--- src/hw/card_uart_consts.svh ---
// constants of the card uart receive path: register map, fields, reset values
`ifndef CARD_UART_CONSTS_SVH
`define CARD_UART_CONSTS_SVH

// ----------------------------------------------------------------------------
// register indices (byte address is four times the index)
// ----------------------------------------------------------------------------
`define IDX_MIXED_STATUS   8'h0c
`define IDX_RECEIVE_DATA   8'h0d
`define IDX_UART_STATUS    8'h0e
`define IDX_RX_CONTROL     8'h10
`define IDX_PARITY_LIMIT   8'h11

// ----------------------------------------------------------------------------
// mixed_status bit positions
// ----------------------------------------------------------------------------
`define MS_CLK_SWITCH      7
`define MS_FIFO_EMPTY      6
`define MS_GUARD_TIME      5
`define MS_CARD_PRESENT    2
`define MS_TX_RX_READY     0

// ----------------------------------------------------------------------------
// uart_status bit positions
// ----------------------------------------------------------------------------
`define US_PARITY_ERR      0
`define US_RX_FULL         1
`define US_FIFO_EMPTY      2

// ----------------------------------------------------------------------------
// rx_control fields and reset value
// ----------------------------------------------------------------------------
`define RC_DEPTH_LSB       0
`define RC_DEPTH_MSB       2
`define RC_PROTO_T1        3
`define RC_SYNC_MODE       4
`define RC_INVERSE         5
`define RC_UART_RESET_N    6
`define RC_CLK_SW_REQ      7
`define RC_RESET           8'h47

// ----------------------------------------------------------------------------
// parity_limit field and reset value
// ----------------------------------------------------------------------------
`define PL_LIMIT_LSB       0
`define PL_LIMIT_MSB       2
`define PL_RESET           8'h00

// ----------------------------------------------------------------------------
// guard time counts in etu
// ----------------------------------------------------------------------------
`define GUARD_ETU_T1       5'h16
`define GUARD_ETU_T0       5'h10

`endif

--- src/hw/card_uart_pkg.sv ---
// types shared by the card uart receive path
package card_uart_pkg;

  // ----------------------------------------------------------------------------
  // protocol selection
  // ----------------------------------------------------------------------------
  typedef enum logic {
    PROTO_T0 = 1'b0,
    PROTO_T1 = 1'b1
  } protocol_e;

  typedef logic [7:0] char_t;

endpackage

--- src/hw/rx_fifo_mem.sv ---
// character storage of the receive fifo with registered read data
`timescale 1ns/1ps
`default_nettype none

module rx_fifo_mem #(
  parameter int WIDTH = 8,
  parameter int DEPTH = 8,
  parameter int AW    = 3
) (
  input  wire logic             pclk,
  input  wire logic             presetn,
  input  wire logic             wr_en,
  input  wire logic [AW-1:0]    wr_addr,
  input  wire logic [WIDTH-1:0] wr_data,
  input  wire logic [AW-1:0]    rd_addr,
  output var  logic [WIDTH-1:0] rd_data
);

  logic [WIDTH-1:0] mem_r [DEPTH];

  // storage write
  always_ff @(posedge pclk) begin
    if (wr_en) begin
      mem_r[wr_addr] <= wr_data;
    end
  end

  // registered read of the entry at rd_addr
  always_ff @(posedge pclk or negedge presetn) begin
    if (!presetn) begin
      rd_data <= '0;
    end else begin
      rd_data <= mem_r[rd_addr];
    end
  end

endmodule
`default_nettype wire

--- src/hw/card_uart_rx.sv ---
// card uart receive path: fifo, parity handling, status registers, apb slave
//
// Chosen here: the APB register port.
`timescale 1ns/1ps
`default_nettype none
`include "card_uart_consts.svh"

module card_uart_rx #(
  parameter int DEPTH = 8,
  parameter int AW    = 3
) (
  input  wire logic        pclk,
  input  wire logic        presetn,
  input  wire logic        psel,
  input  wire logic        penable,
  input  wire logic        pwrite,
  input  wire logic [7:0]  paddr,
  input  wire logic [31:0] pwdata,
  output var  logic [31:0] prdata,
  output var  logic        pready,
  output var  logic        pslverr,
  input  wire logic        rx_char_valid,
  input  wire logic [7:0]  rx_char_data,
  input  wire logic        rx_parity_err,
  input  wire logic        start_bit,
  input  wire logic        etu_tick,
  input  wire logic        card_io,
  input  wire logic        card_detect,
  input  wire logic        tx_mode_enter,
  input  wire logic        tx_char_done,
  input  wire logic        clk_on_internal,
  output var  logic        clock_switch_req,
  output var  logic        interrupt_out_n
);

  // ----------------------------------------------------------------------------
  // addresses
  // ----------------------------------------------------------------------------
  localparam logic [7:0] ADDR_MIXED  = 8'(`IDX_MIXED_STATUS * 4);
  localparam logic [7:0] ADDR_DATA   = 8'(`IDX_RECEIVE_DATA * 4);
  localparam logic [7:0] ADDR_STATUS = 8'(`IDX_UART_STATUS * 4);
  localparam logic [7:0] ADDR_CTRL   = 8'(`IDX_RX_CONTROL * 4);
  localparam logic [7:0] ADDR_PLIMIT = 8'(`IDX_PARITY_LIMIT * 4);

  // ----------------------------------------------------------------------------
  // declarations
  // ----------------------------------------------------------------------------
  logic [7:0]           rx_control_r;
  logic [2:0]           parity_limit_r;
  logic [3:0]           parity_cnt_r;
  logic                 parity_error_flag_r;
  logic [AW-1:0]        wr_ptr_r;
  logic [AW-1:0]        rd_ptr_r;
  logic [AW:0]          count_r;
  logic                 receive_buffer_full_flag_r;
  logic                 fifo_empty_flag_r;
  logic                 tx_rx_ready_flag_r;
  logic                 guard_time_flag_r;
  logic [4:0]           guard_cnt_r;
  logic                 clock_switch_done_r;
  logic                 card_present_flag_r;
  card_uart_pkg::char_t head_data;
  card_uart_pkg::char_t direct_char;
  card_uart_pkg::protocol_e proto;
  logic [AW:0]          depth;
  logic [3:0]           limit;
  logic [4:0]           guard_limit;
  logic                 soft_rst;
  logic                 access;
  logic                 done;
  logic                 wr_done;
  logic                 pop;
  logic                 push;
  logic                 perr_event;
  logic                 fifo_full;
  logic [AW:0]          count_nxt;
  logic                 mapped;

  // ----------------------------------------------------------------------------
  // control decode
  // ----------------------------------------------------------------------------
  assign proto    = card_uart_pkg::protocol_e'(rx_control_r[`RC_PROTO_T1]);
  assign depth    = (AW+1)'(rx_control_r[`RC_DEPTH_MSB:`RC_DEPTH_LSB]) + (AW+1)'(1);
  assign limit    = {1'b0, parity_limit_r} + 4'h1;
  assign soft_rst = !rx_control_r[`RC_UART_RESET_N];
  assign guard_limit = (proto == card_uart_pkg::PROTO_T1) ? `GUARD_ETU_T1
                                                          : `GUARD_ETU_T0;

  // ----------------------------------------------------------------------------
  // apb handshake terms
  // ----------------------------------------------------------------------------
  assign access  = psel && penable && !pready;
  assign done    = psel && penable && pready;
  assign wr_done = done && pwrite;
  assign mapped  = (paddr == ADDR_MIXED) || (paddr == ADDR_DATA) || (paddr == ADDR_STATUS)
                || (paddr == ADDR_CTRL) || (paddr == ADDR_PLIMIT);

  // ----------------------------------------------------------------------------
  // fifo push and pop
  // ----------------------------------------------------------------------------
  // convert inverse convention to direct: complement and reverse bit order
  always_comb begin
    direct_char = rx_char_data;
    if (rx_control_r[`RC_INVERSE]) begin
      for (int i = 0; i < 8; i++) begin
        direct_char[i] = !rx_char_data[7-i];
      end
    end
  end

  assign fifo_full  = (count_r >= depth);
  assign perr_event = rx_char_valid && rx_parity_err && !rx_control_r[`RC_SYNC_MODE];
  // T0 drops bad characters, T1 keeps them; no room means the character is lost
  assign push = rx_char_valid && !rx_control_r[`RC_SYNC_MODE] && !fifo_full
             && !(rx_parity_err && proto == card_uart_pkg::PROTO_T0);
  assign pop  = done && !pwrite && (paddr == ADDR_DATA) && (count_r != '0)
             && !rx_control_r[`RC_SYNC_MODE];
  assign count_nxt = count_r + (AW+1)'(push) - (AW+1)'(pop);

  // storage
  rx_fifo_mem #(
    .WIDTH (8),
    .DEPTH (DEPTH),
    .AW    (AW)
  ) u_mem (
    .pclk    (pclk),
    .presetn (presetn),
    .wr_en   (push),
    .wr_addr (wr_ptr_r),
    .wr_data (direct_char),
    .rd_addr (rd_ptr_r),
    .rd_data (head_data)
  );

  // pointers wrap at the programmed depth
  always_ff @(posedge pclk or negedge presetn) begin
    if (!presetn) begin
      wr_ptr_r <= '0;
      rd_ptr_r <= '0;
      count_r  <= '0;
    end else if (soft_rst) begin
      wr_ptr_r <= '0;
      rd_ptr_r <= '0;
      count_r  <= '0;
    end else begin
      if (push) begin
        wr_ptr_r <= ((AW+1)'(wr_ptr_r) + (AW+1)'(1) >= depth) ? '0 : wr_ptr_r + AW'(1);
      end
      if (pop) begin
        rd_ptr_r <= ((AW+1)'(rd_ptr_r) + (AW+1)'(1) >= depth) ? '0 : rd_ptr_r + AW'(1);
      end
      count_r <= count_nxt;
    end
  end

  // ----------------------------------------------------------------------------
  // fifo flags
  // ----------------------------------------------------------------------------
  // empty follows the fill level
  always_ff @(posedge pclk or negedge presetn) begin
    if (!presetn) begin
      fifo_empty_flag_r <= 1'b1;
    end else if (soft_rst) begin
      fifo_empty_flag_r <= 1'b1;
    end else begin
      fifo_empty_flag_r <= (count_nxt == '0);
    end
  end

  // buffer full: set on filling, cleared by a data read; set wins
  always_ff @(posedge pclk or negedge presetn) begin
    if (!presetn) begin
      receive_buffer_full_flag_r <= 1'b0;
    end else if (soft_rst) begin
      receive_buffer_full_flag_r <= 1'b0;
    end else if (push && count_nxt >= depth) begin
      receive_buffer_full_flag_r <= 1'b1;
    end else if (pop) begin
      receive_buffer_full_flag_r <= 1'b0;
    end
  end

  // ready flag: tx entry, tx done, rx full; cleared by a data read
  always_ff @(posedge pclk or negedge presetn) begin
    if (!presetn) begin
      tx_rx_ready_flag_r <= 1'b0;
    end else if (soft_rst) begin
      tx_rx_ready_flag_r <= 1'b0;
    end else if (tx_mode_enter || tx_char_done || (push && count_nxt >= depth)) begin
      tx_rx_ready_flag_r <= 1'b1;
    end else if (pop) begin
      tx_rx_ready_flag_r <= 1'b0;
    end
  end

  // ----------------------------------------------------------------------------
  // parity error counter
  // ----------------------------------------------------------------------------
  // counts bad characters up to the limit, then holds until reloaded
  always_ff @(posedge pclk or negedge presetn) begin
    if (!presetn) begin
      parity_cnt_r        <= '0;
      parity_error_flag_r <= 1'b0;
    end else if (soft_rst) begin
      parity_cnt_r        <= '0;
      parity_error_flag_r <= 1'b0;
    end else if (wr_done && paddr == ADDR_PLIMIT) begin
      // reload restarts counting; an error in the same cycle still counts
      parity_cnt_r        <= perr_event ? 4'h1 : 4'h0;
      parity_error_flag_r <= perr_event && (pwdata[`PL_LIMIT_MSB:`PL_LIMIT_LSB] == 3'h0);
    end else if (perr_event && !parity_error_flag_r) begin
      parity_cnt_r <= parity_cnt_r + 4'h1;
      if (parity_cnt_r + 4'h1 >= limit) begin
        parity_error_flag_r <= 1'b1;
      end
    end
  end

  // ----------------------------------------------------------------------------
  // block guard time
  // ----------------------------------------------------------------------------
  // restart on each start bit, flag when the quiet count completes
  always_ff @(posedge pclk or negedge presetn) begin
    if (!presetn) begin
      guard_cnt_r       <= '0;
      guard_time_flag_r <= 1'b0;
    end else if (soft_rst || start_bit) begin
      guard_cnt_r       <= '0;
      guard_time_flag_r <= 1'b0;
    end else if (etu_tick && !guard_time_flag_r) begin
      guard_cnt_r <= guard_cnt_r + 5'h1;
      if (guard_cnt_r + 5'h1 >= guard_limit) begin
        guard_time_flag_r <= 1'b1;
      end
    end
  end

  // ----------------------------------------------------------------------------
  // clock switch, card presence, interrupt
  // ----------------------------------------------------------------------------
  // done flag follows the clock source once it matches the request
  always_ff @(posedge pclk or negedge presetn) begin
    if (!presetn) begin
      clock_switch_done_r <= 1'b0;
    end else if (soft_rst) begin
      clock_switch_done_r <= 1'b0;
    end else if (rx_control_r[`RC_CLK_SW_REQ] && clk_on_internal) begin
      clock_switch_done_r <= 1'b1;
    end else if (!rx_control_r[`RC_CLK_SW_REQ] && !clk_on_internal) begin
      clock_switch_done_r <= 1'b0;
    end
  end

  // presence sample and interrupt line
  always_ff @(posedge pclk or negedge presetn) begin
    if (!presetn) begin
      card_present_flag_r <= 1'b0;
      interrupt_out_n     <= 1'b1;
      clock_switch_req    <= 1'b0;
    end else begin
      card_present_flag_r <= card_detect;
      clock_switch_req    <= rx_control_r[`RC_CLK_SW_REQ];
      // full fifo interrupts; with depth one full means one character
      interrupt_out_n     <= !(parity_error_flag_r || receive_buffer_full_flag_r);
    end
  end

  // ----------------------------------------------------------------------------
  // software registers
  // ----------------------------------------------------------------------------
  // control and parity limit writes
  always_ff @(posedge pclk or negedge presetn) begin
    if (!presetn) begin
      rx_control_r   <= `RC_RESET;
      parity_limit_r <= 3'(`PL_RESET);
    end else if (wr_done) begin
      if (paddr == ADDR_CTRL) begin
        rx_control_r <= pwdata[7:0];
      end
      if (paddr == ADDR_PLIMIT) begin
        parity_limit_r <= pwdata[`PL_LIMIT_MSB:`PL_LIMIT_LSB];
      end
    end
  end

  // ----------------------------------------------------------------------------
  // apb read and answer
  // ----------------------------------------------------------------------------
  // one wait state: data and pready registered in the first access cycle
  always_ff @(posedge pclk or negedge presetn) begin
    if (!presetn) begin
      prdata  <= '0;
      pready  <= 1'b0;
      pslverr <= 1'b0;
    end else if (access) begin
      pready  <= 1'b1;
      pslverr <= !mapped;
      prdata  <= '0;
      if (!pwrite) begin
        case (paddr)
          ADDR_MIXED: begin
            prdata[`MS_CLK_SWITCH]   <= clock_switch_done_r;
            prdata[`MS_FIFO_EMPTY]   <= fifo_empty_flag_r;
            prdata[`MS_GUARD_TIME]   <= guard_time_flag_r;
            prdata[`MS_CARD_PRESENT] <= card_present_flag_r;
            prdata[`MS_TX_RX_READY]  <= tx_rx_ready_flag_r;
          end
          ADDR_DATA: begin
            if (rx_control_r[`RC_SYNC_MODE]) begin
              prdata[0] <= card_io;
            end else begin
              prdata[7:0] <= head_data;
            end
          end
          ADDR_STATUS: begin
            prdata[`US_PARITY_ERR] <= parity_error_flag_r;
            prdata[`US_RX_FULL]    <= receive_buffer_full_flag_r;
            prdata[`US_FIFO_EMPTY] <= fifo_empty_flag_r;
          end
          ADDR_CTRL: begin
            prdata[7:0] <= rx_control_r;
          end
          ADDR_PLIMIT: begin
            prdata[`PL_LIMIT_MSB:`PL_LIMIT_LSB] <= parity_limit_r;
          end
          default: begin
            prdata <= '0;
          end
        endcase
      end
    end else begin
      pready  <= 1'b0;
      pslverr <= 1'b0;
    end
  end

endmodule
`default_nettype wire

--- config.mk ---
export PLATFORM = sky130hd
export DESIGN_NAME = card_uart_rx
export DESIGN_NICKNAME = d
export VERILOG_FILES = /design/src/hw/card_uart_pkg.sv /design/src/hw/rx_fifo_mem.sv /design/src/hw/card_uart_rx.sv
export VERILOG_INCLUDE_DIRS = /design/src /design/src/hw
export SDC_FILE = /design/constraint.sdc
export NUM_CORES = 1
export LEC_CHECK = 0
export ABC_AREA = 1
export BUFFER_PORTS_ARGS = -buffer_cell sky130_fd_sc_hd__buf_2
export CAP_MARGIN = 30
export CORE_AREA = 8 8 144 146
export CTS_CLUSTER_SIZE = 25
export DETAILED_ROUTE_END_ITERATION = 10
export DIE_AREA = 0 0 152 154
export GPL_TIMING_DRIVEN = 0
export PLACE_DENSITY_LB_ADDON = 0.12
export SKIP_CTS_REPAIR_TIMING = 1
export SYNTH_ARGS = -nofsm -noshare
export SYNTH_HDL_FRONTEND = slang
export SYNTH_SLANG_ARGS = --single-unit
--- constraint.sdc ---
create_clock -name pclk -period 3.4 [get_ports pclk]
set_input_delay 0.68 -clock pclk [delete_from_list [all_inputs] [get_ports pclk]]
set_output_delay 0.68 -clock pclk [all_outputs]
set_load 0.005 [all_outputs]
# After elaboration in Yosys (flattened, before gate mapping)
# Memory sizes are Yosys's and may differ from the RTL's. A register that Yosys moved wholly into a read port is not among the register bits.
# Index checks and enable logic that the tools add are counted.
dict set report word_totals {
  reg_bits 73
  latchBits 0
  ramBits 64
  rom_bits 0
  output_inout_bits 36
  word_cells 151
  mem_count 1
}
# name words word_bits rd rd_ports_with_merged_regs wr line
set memory_table {}
lappend memory_table {u_mem.mem_r 8 8 1 1 1 rx_fifo_mem.sv:19} ;# logic [WIDTH-1:0] mem_r [DEPTH];
dict set report op_classes {
  addsub 10
  mul 0
  div 0
  magnitude_cmp 6
  eq_ne 12
  n_shift 0
  muxes 43
  bitwise 1
  n_reduce_logical 59
}
# operator n
set op_table {}
lappend op_table {{8-bit by 6-bit equality test with 1-bit output, second input constant} 3}
lappend op_table {{1-bit 2-to-1 mux} 22}
lappend op_table {{1-bit logical AND} 21}
lappend op_table {{1-bit logical NOT} 21}
lappend op_table {{3-bit 2-to-1 mux} 7}
lappend op_table {{4-bit >= comparator} 5}
lappend op_table {{3-bit by 1-bit adder with 4-bit output, second input constant} 4}
lappend op_table {{8-bit by 7-bit equality test with 1-bit output, second input constant} 2}
lappend op_table {{4-bit 2-to-1 mux} 4}
lappend op_table {{8-bit 2-to-1 mux} 2}
lappend op_table {{3-bit by 1-bit inequality test with 1-bit output, second input constant} 5}
lappend op_table {{5-bit 2-to-1 mux} 2}
lappend op_table {{1-bit one-hot mux with 5 select lines} 2}
lappend op_table {{3-bit one-hot mux with 3 select lines} 1}
lappend op_table {{1-bit logical OR} 8}
lappend op_table {{2-bit AND reduction} 4}
lappend op_table {{7-bit 2-to-1 mux} 1}
lappend op_table {{3-bit by 1-bit adder with 3-bit output, second input constant} 2}
lappend op_table {{5-bit by 1-bit adder with 5-bit output, second input constant} 1}
lappend op_table {{5-bit >= comparator} 1}
lappend op_table {{4-bit by 1-bit adder with 4-bit output} 1}
lappend op_table {{4-bit by 1-bit adder with 4-bit output, second input constant} 1}
lappend op_table {{4-bit logical NOT} 1}
lappend op_table {{2-bit by 1-bit inequality test with 1-bit output, second input constant} 2}
lappend op_table {{other kinds (7)} 8}

# Depth between registers and ports, before layout
dict set report depth {
  depth_word 12
  ltp_mapped 21
  ltp_nobuf 21
}

# Modules after synthesis
# From an unflattened synthesis, not the netlist that was laid out.
dict set report unflattened {
  hier_cells 796
  hier_area_um2 6690.2
}
# mod instances cells_per_inst area_each_um2 seq_area_each_um2
set by_module_without_submodules {}
lappend by_module_without_submodules {card_uart_rx 1 493 3599.7 1233.7}
lappend by_module_without_submodules {rx_fifo_mem 1 303 3090.5 2122.0}

# Worst setup path after synthesis
# OpenSTA, ideal clock, no wires.
dict set report synth_path {
  kind {register -> register}
  from {reg rx_control_r[0]}
  to {reg receive_buffer_full_flag_r}
  setup_ns 0.117
  t_arrival_ns 2.984
  required_ns 3.283
  setup_slack_ns 0.299
  path_stages_with_launch 20
  period_less_slack_ns 3.101
  path_cell_list {dfstp_2 > inv_1 > ha_1 > inv_1 > nand2_1 > o21ai_0 > nand3_1 > nand2_1 > nand2_4 > ha_1 > inv_1 > ha_1 > fa_1 > ha_1 > a21oi_1 > o21ai_0 > nand2_1 > nand2_1 > nand3_2 > nand2_1}
}
dict set report synth_via {
  elab_chain_len 11
  elab_cells_between_ends 12
  cone_classes {3 x add/sub; 2 x order compare; 1 x eq/ne; 2 x mux; 4 x reduce/logical}
}
# element line
set synth_lines {}
lappend synth_lines {{from (decl)} card_uart_rx.sv:48} ;# logic [7:0] rx_control_r;
lappend synth_lines {{from (signal assigned)} card_uart_rx.sv:274} ;# rx_control_r <= `RC_RESET;
lappend synth_lines {{from (signal assigned)} card_uart_rx.sv:278} ;# rx_control_r <= pwdata[7:0];
lappend synth_lines {{3-bit by 1-bit adder with 4-bit output (*)} card_uart_rx.sv:83} ;# assign depth = (AW+1)'(rx_control_r[`RC_DEPTH_MSB:`RC_DEPTH_LSB]) + (AW+1)'(1);
lappend synth_lines {{4-bit >= comparator} card_uart_rx.sv:111} ;# assign fifo_full = (count_r >= depth);
lappend synth_lines {{1-bit logical NOT} card_uart_rx.sv:114} ;# assign push = rx_char_valid && !rx_control_r[`RC_SYNC_MODE] && !fifo_full
lappend synth_lines {{1-bit logical AND (2 in series)} card_uart_rx.sv:114}
lappend synth_lines {{4-bit by 1-bit adder with 4-bit output} card_uart_rx.sv:118} ;# assign count_nxt = count_r + (AW+1)'(push) - (AW+1)'(pop);
lappend synth_lines {{4-bit by 1-bit subtractor with 4-bit output} card_uart_rx.sv:118}
lappend synth_lines {{4-bit >= comparator} card_uart_rx.sv:176} ;# end else if (push && count_nxt >= depth) begin
lappend synth_lines {{1-bit logical AND (*)} card_uart_rx.sv:176}
lappend synth_lines {{1-bit 2-to-1 mux} card_uart_rx.sv:176}
lappend synth_lines {{1-bit 2-to-1 mux} card_uart_rx.sv:174} ;# end else if (soft_rst) begin
lappend synth_lines {{to (signal assigned)} card_uart_rx.sv:173} ;# receive_buffer_full_flag_r <= 1'b0;
lappend synth_lines {{to (signal assigned)} card_uart_rx.sv:175} ;# receive_buffer_full_flag_r <= 1'b0;
lappend synth_lines {{to (signal assigned)} card_uart_rx.sv:177} ;# receive_buffer_full_flag_r <= 1'b1;
lappend synth_lines {{to (decl)} card_uart_rx.sv:55} ;# logic receive_buffer_full_flag_r;
# Mark *: on every way between the ends. The rest lies on a longest branch, timed or not.
# A chain may end at the register's enable or synchronous reset.

# Worst setup path in the final report
dict set report layout_path {
  from {reg rx_control_r[0]}
  to {reg tx_rx_ready_flag_r}
}
dict set report layout_via {
  elab_chain_len 12
  elab_cells_between_ends 13
  cone_classes {3 x add/sub; 2 x order compare; 1 x eq/ne; 2 x mux; 5 x reduce/logical}
}
# element line
set layout_lines {}
lappend layout_lines {{3-bit by 1-bit adder with 4-bit output (*)} card_uart_rx.sv:83}
lappend layout_lines {{4-bit >= comparator} card_uart_rx.sv:111}
lappend layout_lines {{1-bit logical NOT} card_uart_rx.sv:114}
lappend layout_lines {{1-bit logical AND (2 in series)} card_uart_rx.sv:114}
lappend layout_lines {{4-bit by 1-bit adder with 4-bit output} card_uart_rx.sv:118}
lappend layout_lines {{4-bit by 1-bit subtractor with 4-bit output} card_uart_rx.sv:118}
lappend layout_lines {{4-bit >= comparator} card_uart_rx.sv:189} ;# end else if (tx_mode_enter || tx_char_done || (push && count_nxt >= depth)) begin
lappend layout_lines {{1-bit logical AND (*)} card_uart_rx.sv:189}
lappend layout_lines {{1-bit logical OR (*)} card_uart_rx.sv:189}
lappend layout_lines {{1-bit 2-to-1 mux} card_uart_rx.sv:189}
lappend layout_lines {{1-bit 2-to-1 mux} card_uart_rx.sv:187} ;# end else if (soft_rst) begin
lappend layout_lines {{to (signal assigned)} card_uart_rx.sv:186} ;# tx_rx_ready_flag_r <= 1'b0;
lappend layout_lines {{to (signal assigned)} card_uart_rx.sv:188} ;# tx_rx_ready_flag_r <= 1'b0;
lappend layout_lines {{to (signal assigned)} card_uart_rx.sv:190} ;# tx_rx_ready_flag_r <= 1'b1;
lappend layout_lines {{to (decl)} card_uart_rx.sv:57} ;# logic tx_rx_ready_flag_r;
# Marks and branches as above.

==> impl_metrics.ini <==
[outcome]
status = completed

[timing]
slew_viol_final = 0
finalClockSkew_ns = 0.00805
period_minus_slack_ns = 3.26
slew_headroom_pct = 35.3
clock.fmax_ghz = 0.307
timing.final.ws_setup_ns = 0.139
finalCritPeriodShare_pct = 95.9
tightest_slew_ns = 0.960
finalSetupViolCount = 0
fin_hold_ws_ns = 0.268
hold_violations = 0

[setup_path]
crit_end = tx_rx_ready_flag_r
cpPeakStageDelay_ns = 0.59
critPathSlowestCell = dfstp_2
cpMostUsedCell = nand2_1
path_class = register to register
crit_chain = nand3_2 -> ha_1 -> a211oi_4 -> nand2_4 -> ha_4 -> inv_1 -> ha_4 -> fa_1 -> ha_1 -> a21oi_2 -> o21ai_1 -> nand2_1 -> nand2_1 -> nand3_2 -> nand2_1
rr_endpoint = tx_rx_ready_flag_r
rr_startpoint = rx_control_r[0]
ff2ff_setup_slack_ns = 0.14
path_max_fanout = 4
worstPathRequired_ns = 3.70
critPathLaunchType = register
crit_start = rx_control_r[0]
critPathCaptureType = register
arrival_ns = 3.57
crit_family = adder cells
reg2reg_depth = 15
crit_buf_inv = 1
cp.depth = 15

[cts]
clkSlewWorstSetupHoldPaths_ns = 0.06
numCtsBuffers = 17
cts_sinks = 121
cts_root_buf = clkbuf_16
clk_latency_ns = 0.42
cts_tree = built
clk_path_buf_depth = 2
htree_levels = 4

[synthesis]
ys_seq_elements = 121
synthFlopType = edfxtp_1
synth_fa_ha_area_share_pct = 5.48
synth_top_area_share_pct = 30.5
netlist_instances = 662
synth_area_mm2 = 0.00630
synth_edf_count = 64
synth_top_family_by_area = simple AND/OR/NAND/NOR gates
synth_xor_area_share_pct = 1.25
yosysSeqAreaShare_pct = 53.3
synthTopCellsByArea = edfxtp_1 31%, dfrtp_1 20%, nand2_1 8.8%
yosysWarnings = 0
yosys.area_share.simple_pct = 23.4
avgSynthCellArea_um2 = 9.52
synth_compound_area_share_pct = 8.44
yosysTopAreaCell = edfxtp_1
synthArstFlopShare_pct = 47.1
muxShareOfSynthArea_pct = 0
synth.distinct_cells = 42

[die]
die_w_um = 152
io_pins = 98
fp.dieH_um = 154
placementRows = 50
initial_core_util_pct = 34.1
die_area_mm2 = 0.0234
coreArea_mm2 = 0.0185

[route]
wl_met1_um = 7200
wl_met3_um = 802
dr.max_layer_used = met4
post_drt_via_cell_ratio = 4.68
drt_pass1_iterations = 5
drt_iter0_markers = 307
wl_met2_um = 7430
drt_drc_violations_left = 0
wire_per_inst_um = 15.6
vias = 4716
finalWirelength_um = 15700
ant_nets = 0

[pwr]
powerDensity_mw_per_mm2 = 454
ir_drop_v = 0.000304
p_leak_nw = 3.49

[place]
post-place-ws_ns = -0.0408
gp_congestion = 0.802
port_buffers = 49
hpwl_um = 11700

[worst_hold_path]
hold_path.class = primary input to async pin

[global_route]
grt_pass1_vias = 4826
grt_usage_pct = 13.7
grt_max_degree = 36
grt-ovfl-total = 0
grt_pass1_wl_um = 25400
grt_antenna_before_repair = 0

[final_layout]
drive_gt1_share_pct = 24.3
fill_cells = 1831
diodes = 0
syn2layout_area_growth_pct = 20.5
nNetsFinal = 849
final_core_util_pct = 41.1

[flow_run]
drv_cap = 0
## cells in the final DEF (no fill, tap or decap), types with 2 or more instances in the layout
master / netlist / layout
a21boi_0: 2 / 2
a21oi_1: 12 / 11
a21oi_2: 6 / 7
buf_2: 5 / 55
buf_4: 27 / 32
clkbuf_1: 6 / 6
clkbuf_16: 0 / 17
clkinv_1: 1 / 3
clkinv_4: 0 / 4
clkinvlp_4: 0 / 3
conb_1: 1 / 24
dfrtp_1: 51 / 51
dfstp_2: 6 / 6
edfxtp_1: 64 / 64
ha_1: 26 / 23
ha_4: 0 / 3
inv_1: 53 / 52
inv_2: 8 / 8
inv_4: 3 / 3
inv_6: 0 / 5
nand2_1: 148 / 147
nand2_2: 3 / 4
nand2_4: 9 / 9
nand3_1: 48 / 47
nand3_2: 3 / 4
nand4_1: 3 / 3
nor2_1: 75 / 75
nor2_2: 11 / 11
nor2_4: 7 / 7
nor3_1: 4 / 4
o21ai_0: 39 / 37
o21ai_1: 4 / 6
o32ai_1: 16 / 16
xnor2_1: 2 / 2
xor2_1: 7 / 6
## layout make-up
class | count | area (um^2) | share of cell area, %
sequential | 121 | 3360 | 44.2
tap | 234 | 293 | 3.86
inverter | 65 | 255 | 3.36
clock buffer | 17 | 425 | 5.60
timing repair buffer | 56 | 308 | 4.05
buffer | 39 | 262 | 3.44
clock inverter | 15 | 118 | 1.55
multi-input combinational | 460 | 2570 | 33.9
## worst min-delay path by stage
stage / end / slack (ns)
final: wr_ptr_r[2] / 0.27
after global routing: wr_ptr_r[0] / 0.31
after CTS: count_r[0] / 0.29
after detailed placement: interrupt_out_n / 0.44
after global placement: clock_switch_req / 0.43
after floorplan: card_present_flag_r / 0.38
## sequential cells by signal, indices dropped and copies added, names as in the netlist, 3 cells and up
name / count
parity_limit_r: 3
rx_control_r: 8
u_mem.rd_data: 8
parity_cnt_r: 4
rd_ptr_r: 3
wr_ptr_r: 3
guard_cnt_r: 5
u_mem.mem_r: 64
count_r: 4
prdata: 8
## Yosys cell counts (2+ instances only)
| library cell | instances |
|---|---|
| dfrtp_1 | 51 |
| a21oi_2 | 6 |
| nand2_2 | 3 |
| buf_4 | 27 |
| inv_1 | 53 |
| nand4_1 | 3 |
| buf_2 | 5 |
| dfstp_2 | 6 |
| xor2_1 | 7 |
| edfxtp_1 | 64 |
| ha_1 | 26 |
| nand2_1 | 148 |
| nand3_2 | 3 |
| inv_4 | 3 |
| o32ai_1 | 16 |
| inv_2 | 8 |
| a21boi_0 | 2 |
| clkbuf_1 | 6 |
| a21oi_1 | 12 |
| nor2_2 | 11 |
| o21ai_0 | 39 |
| xnor2_1 | 2 |
| nor3_1 | 4 |
| nor2_1 | 75 |
| o21ai_1 | 4 |
| nor2_4 | 7 |
| nand3_1 | 48 |
| nand2_4 | 9 |
## cells by family (layout without fill, tap and decap cells)
group | Yosys count | after routing
other cells | 1 | 24
xor+xnor | 9 | 9
fa+ha+maj | 27 | 27
flops | 121 | 121
compound gates | 84 | 84
buf+inv | 104 | 192
simple gates | 316 | 316
## per-layer routing
metal  GRT usage [%]  up-vias
li1                -     2355
met1            16.7     2202
met2            22.9      134
met3            3.59       25
met4            5.43        0
met5               0        -
## report_power, final
part	total, mW	internal (mW)	leakage (nW)	switching (mW)
Combinational	0.200	0.0806	1.93	0.119
Clock	1.66	0.943	0.262	0.716
Sequential	1.59	1.57	1.29	0.0189
Total	3.45	2.59	3.49	0.854
## through the flow
step	std cells	area (um^2)	power [mW]	setup TNS, ns
6_report	1007	7590	3.45	0
5_1_grt	1007	7590	3.56	-0.0141
4_1_cts	1002	7490	3.48	-0.0987
3_5_place_dp	970	6950	1.82	-0.0798
3_3_place_gp	968	6930	1.80	-0.0704
2_1_floorplan	685	6390	1.73	0
Note: power is estimated with default switching activity, not from simulation.
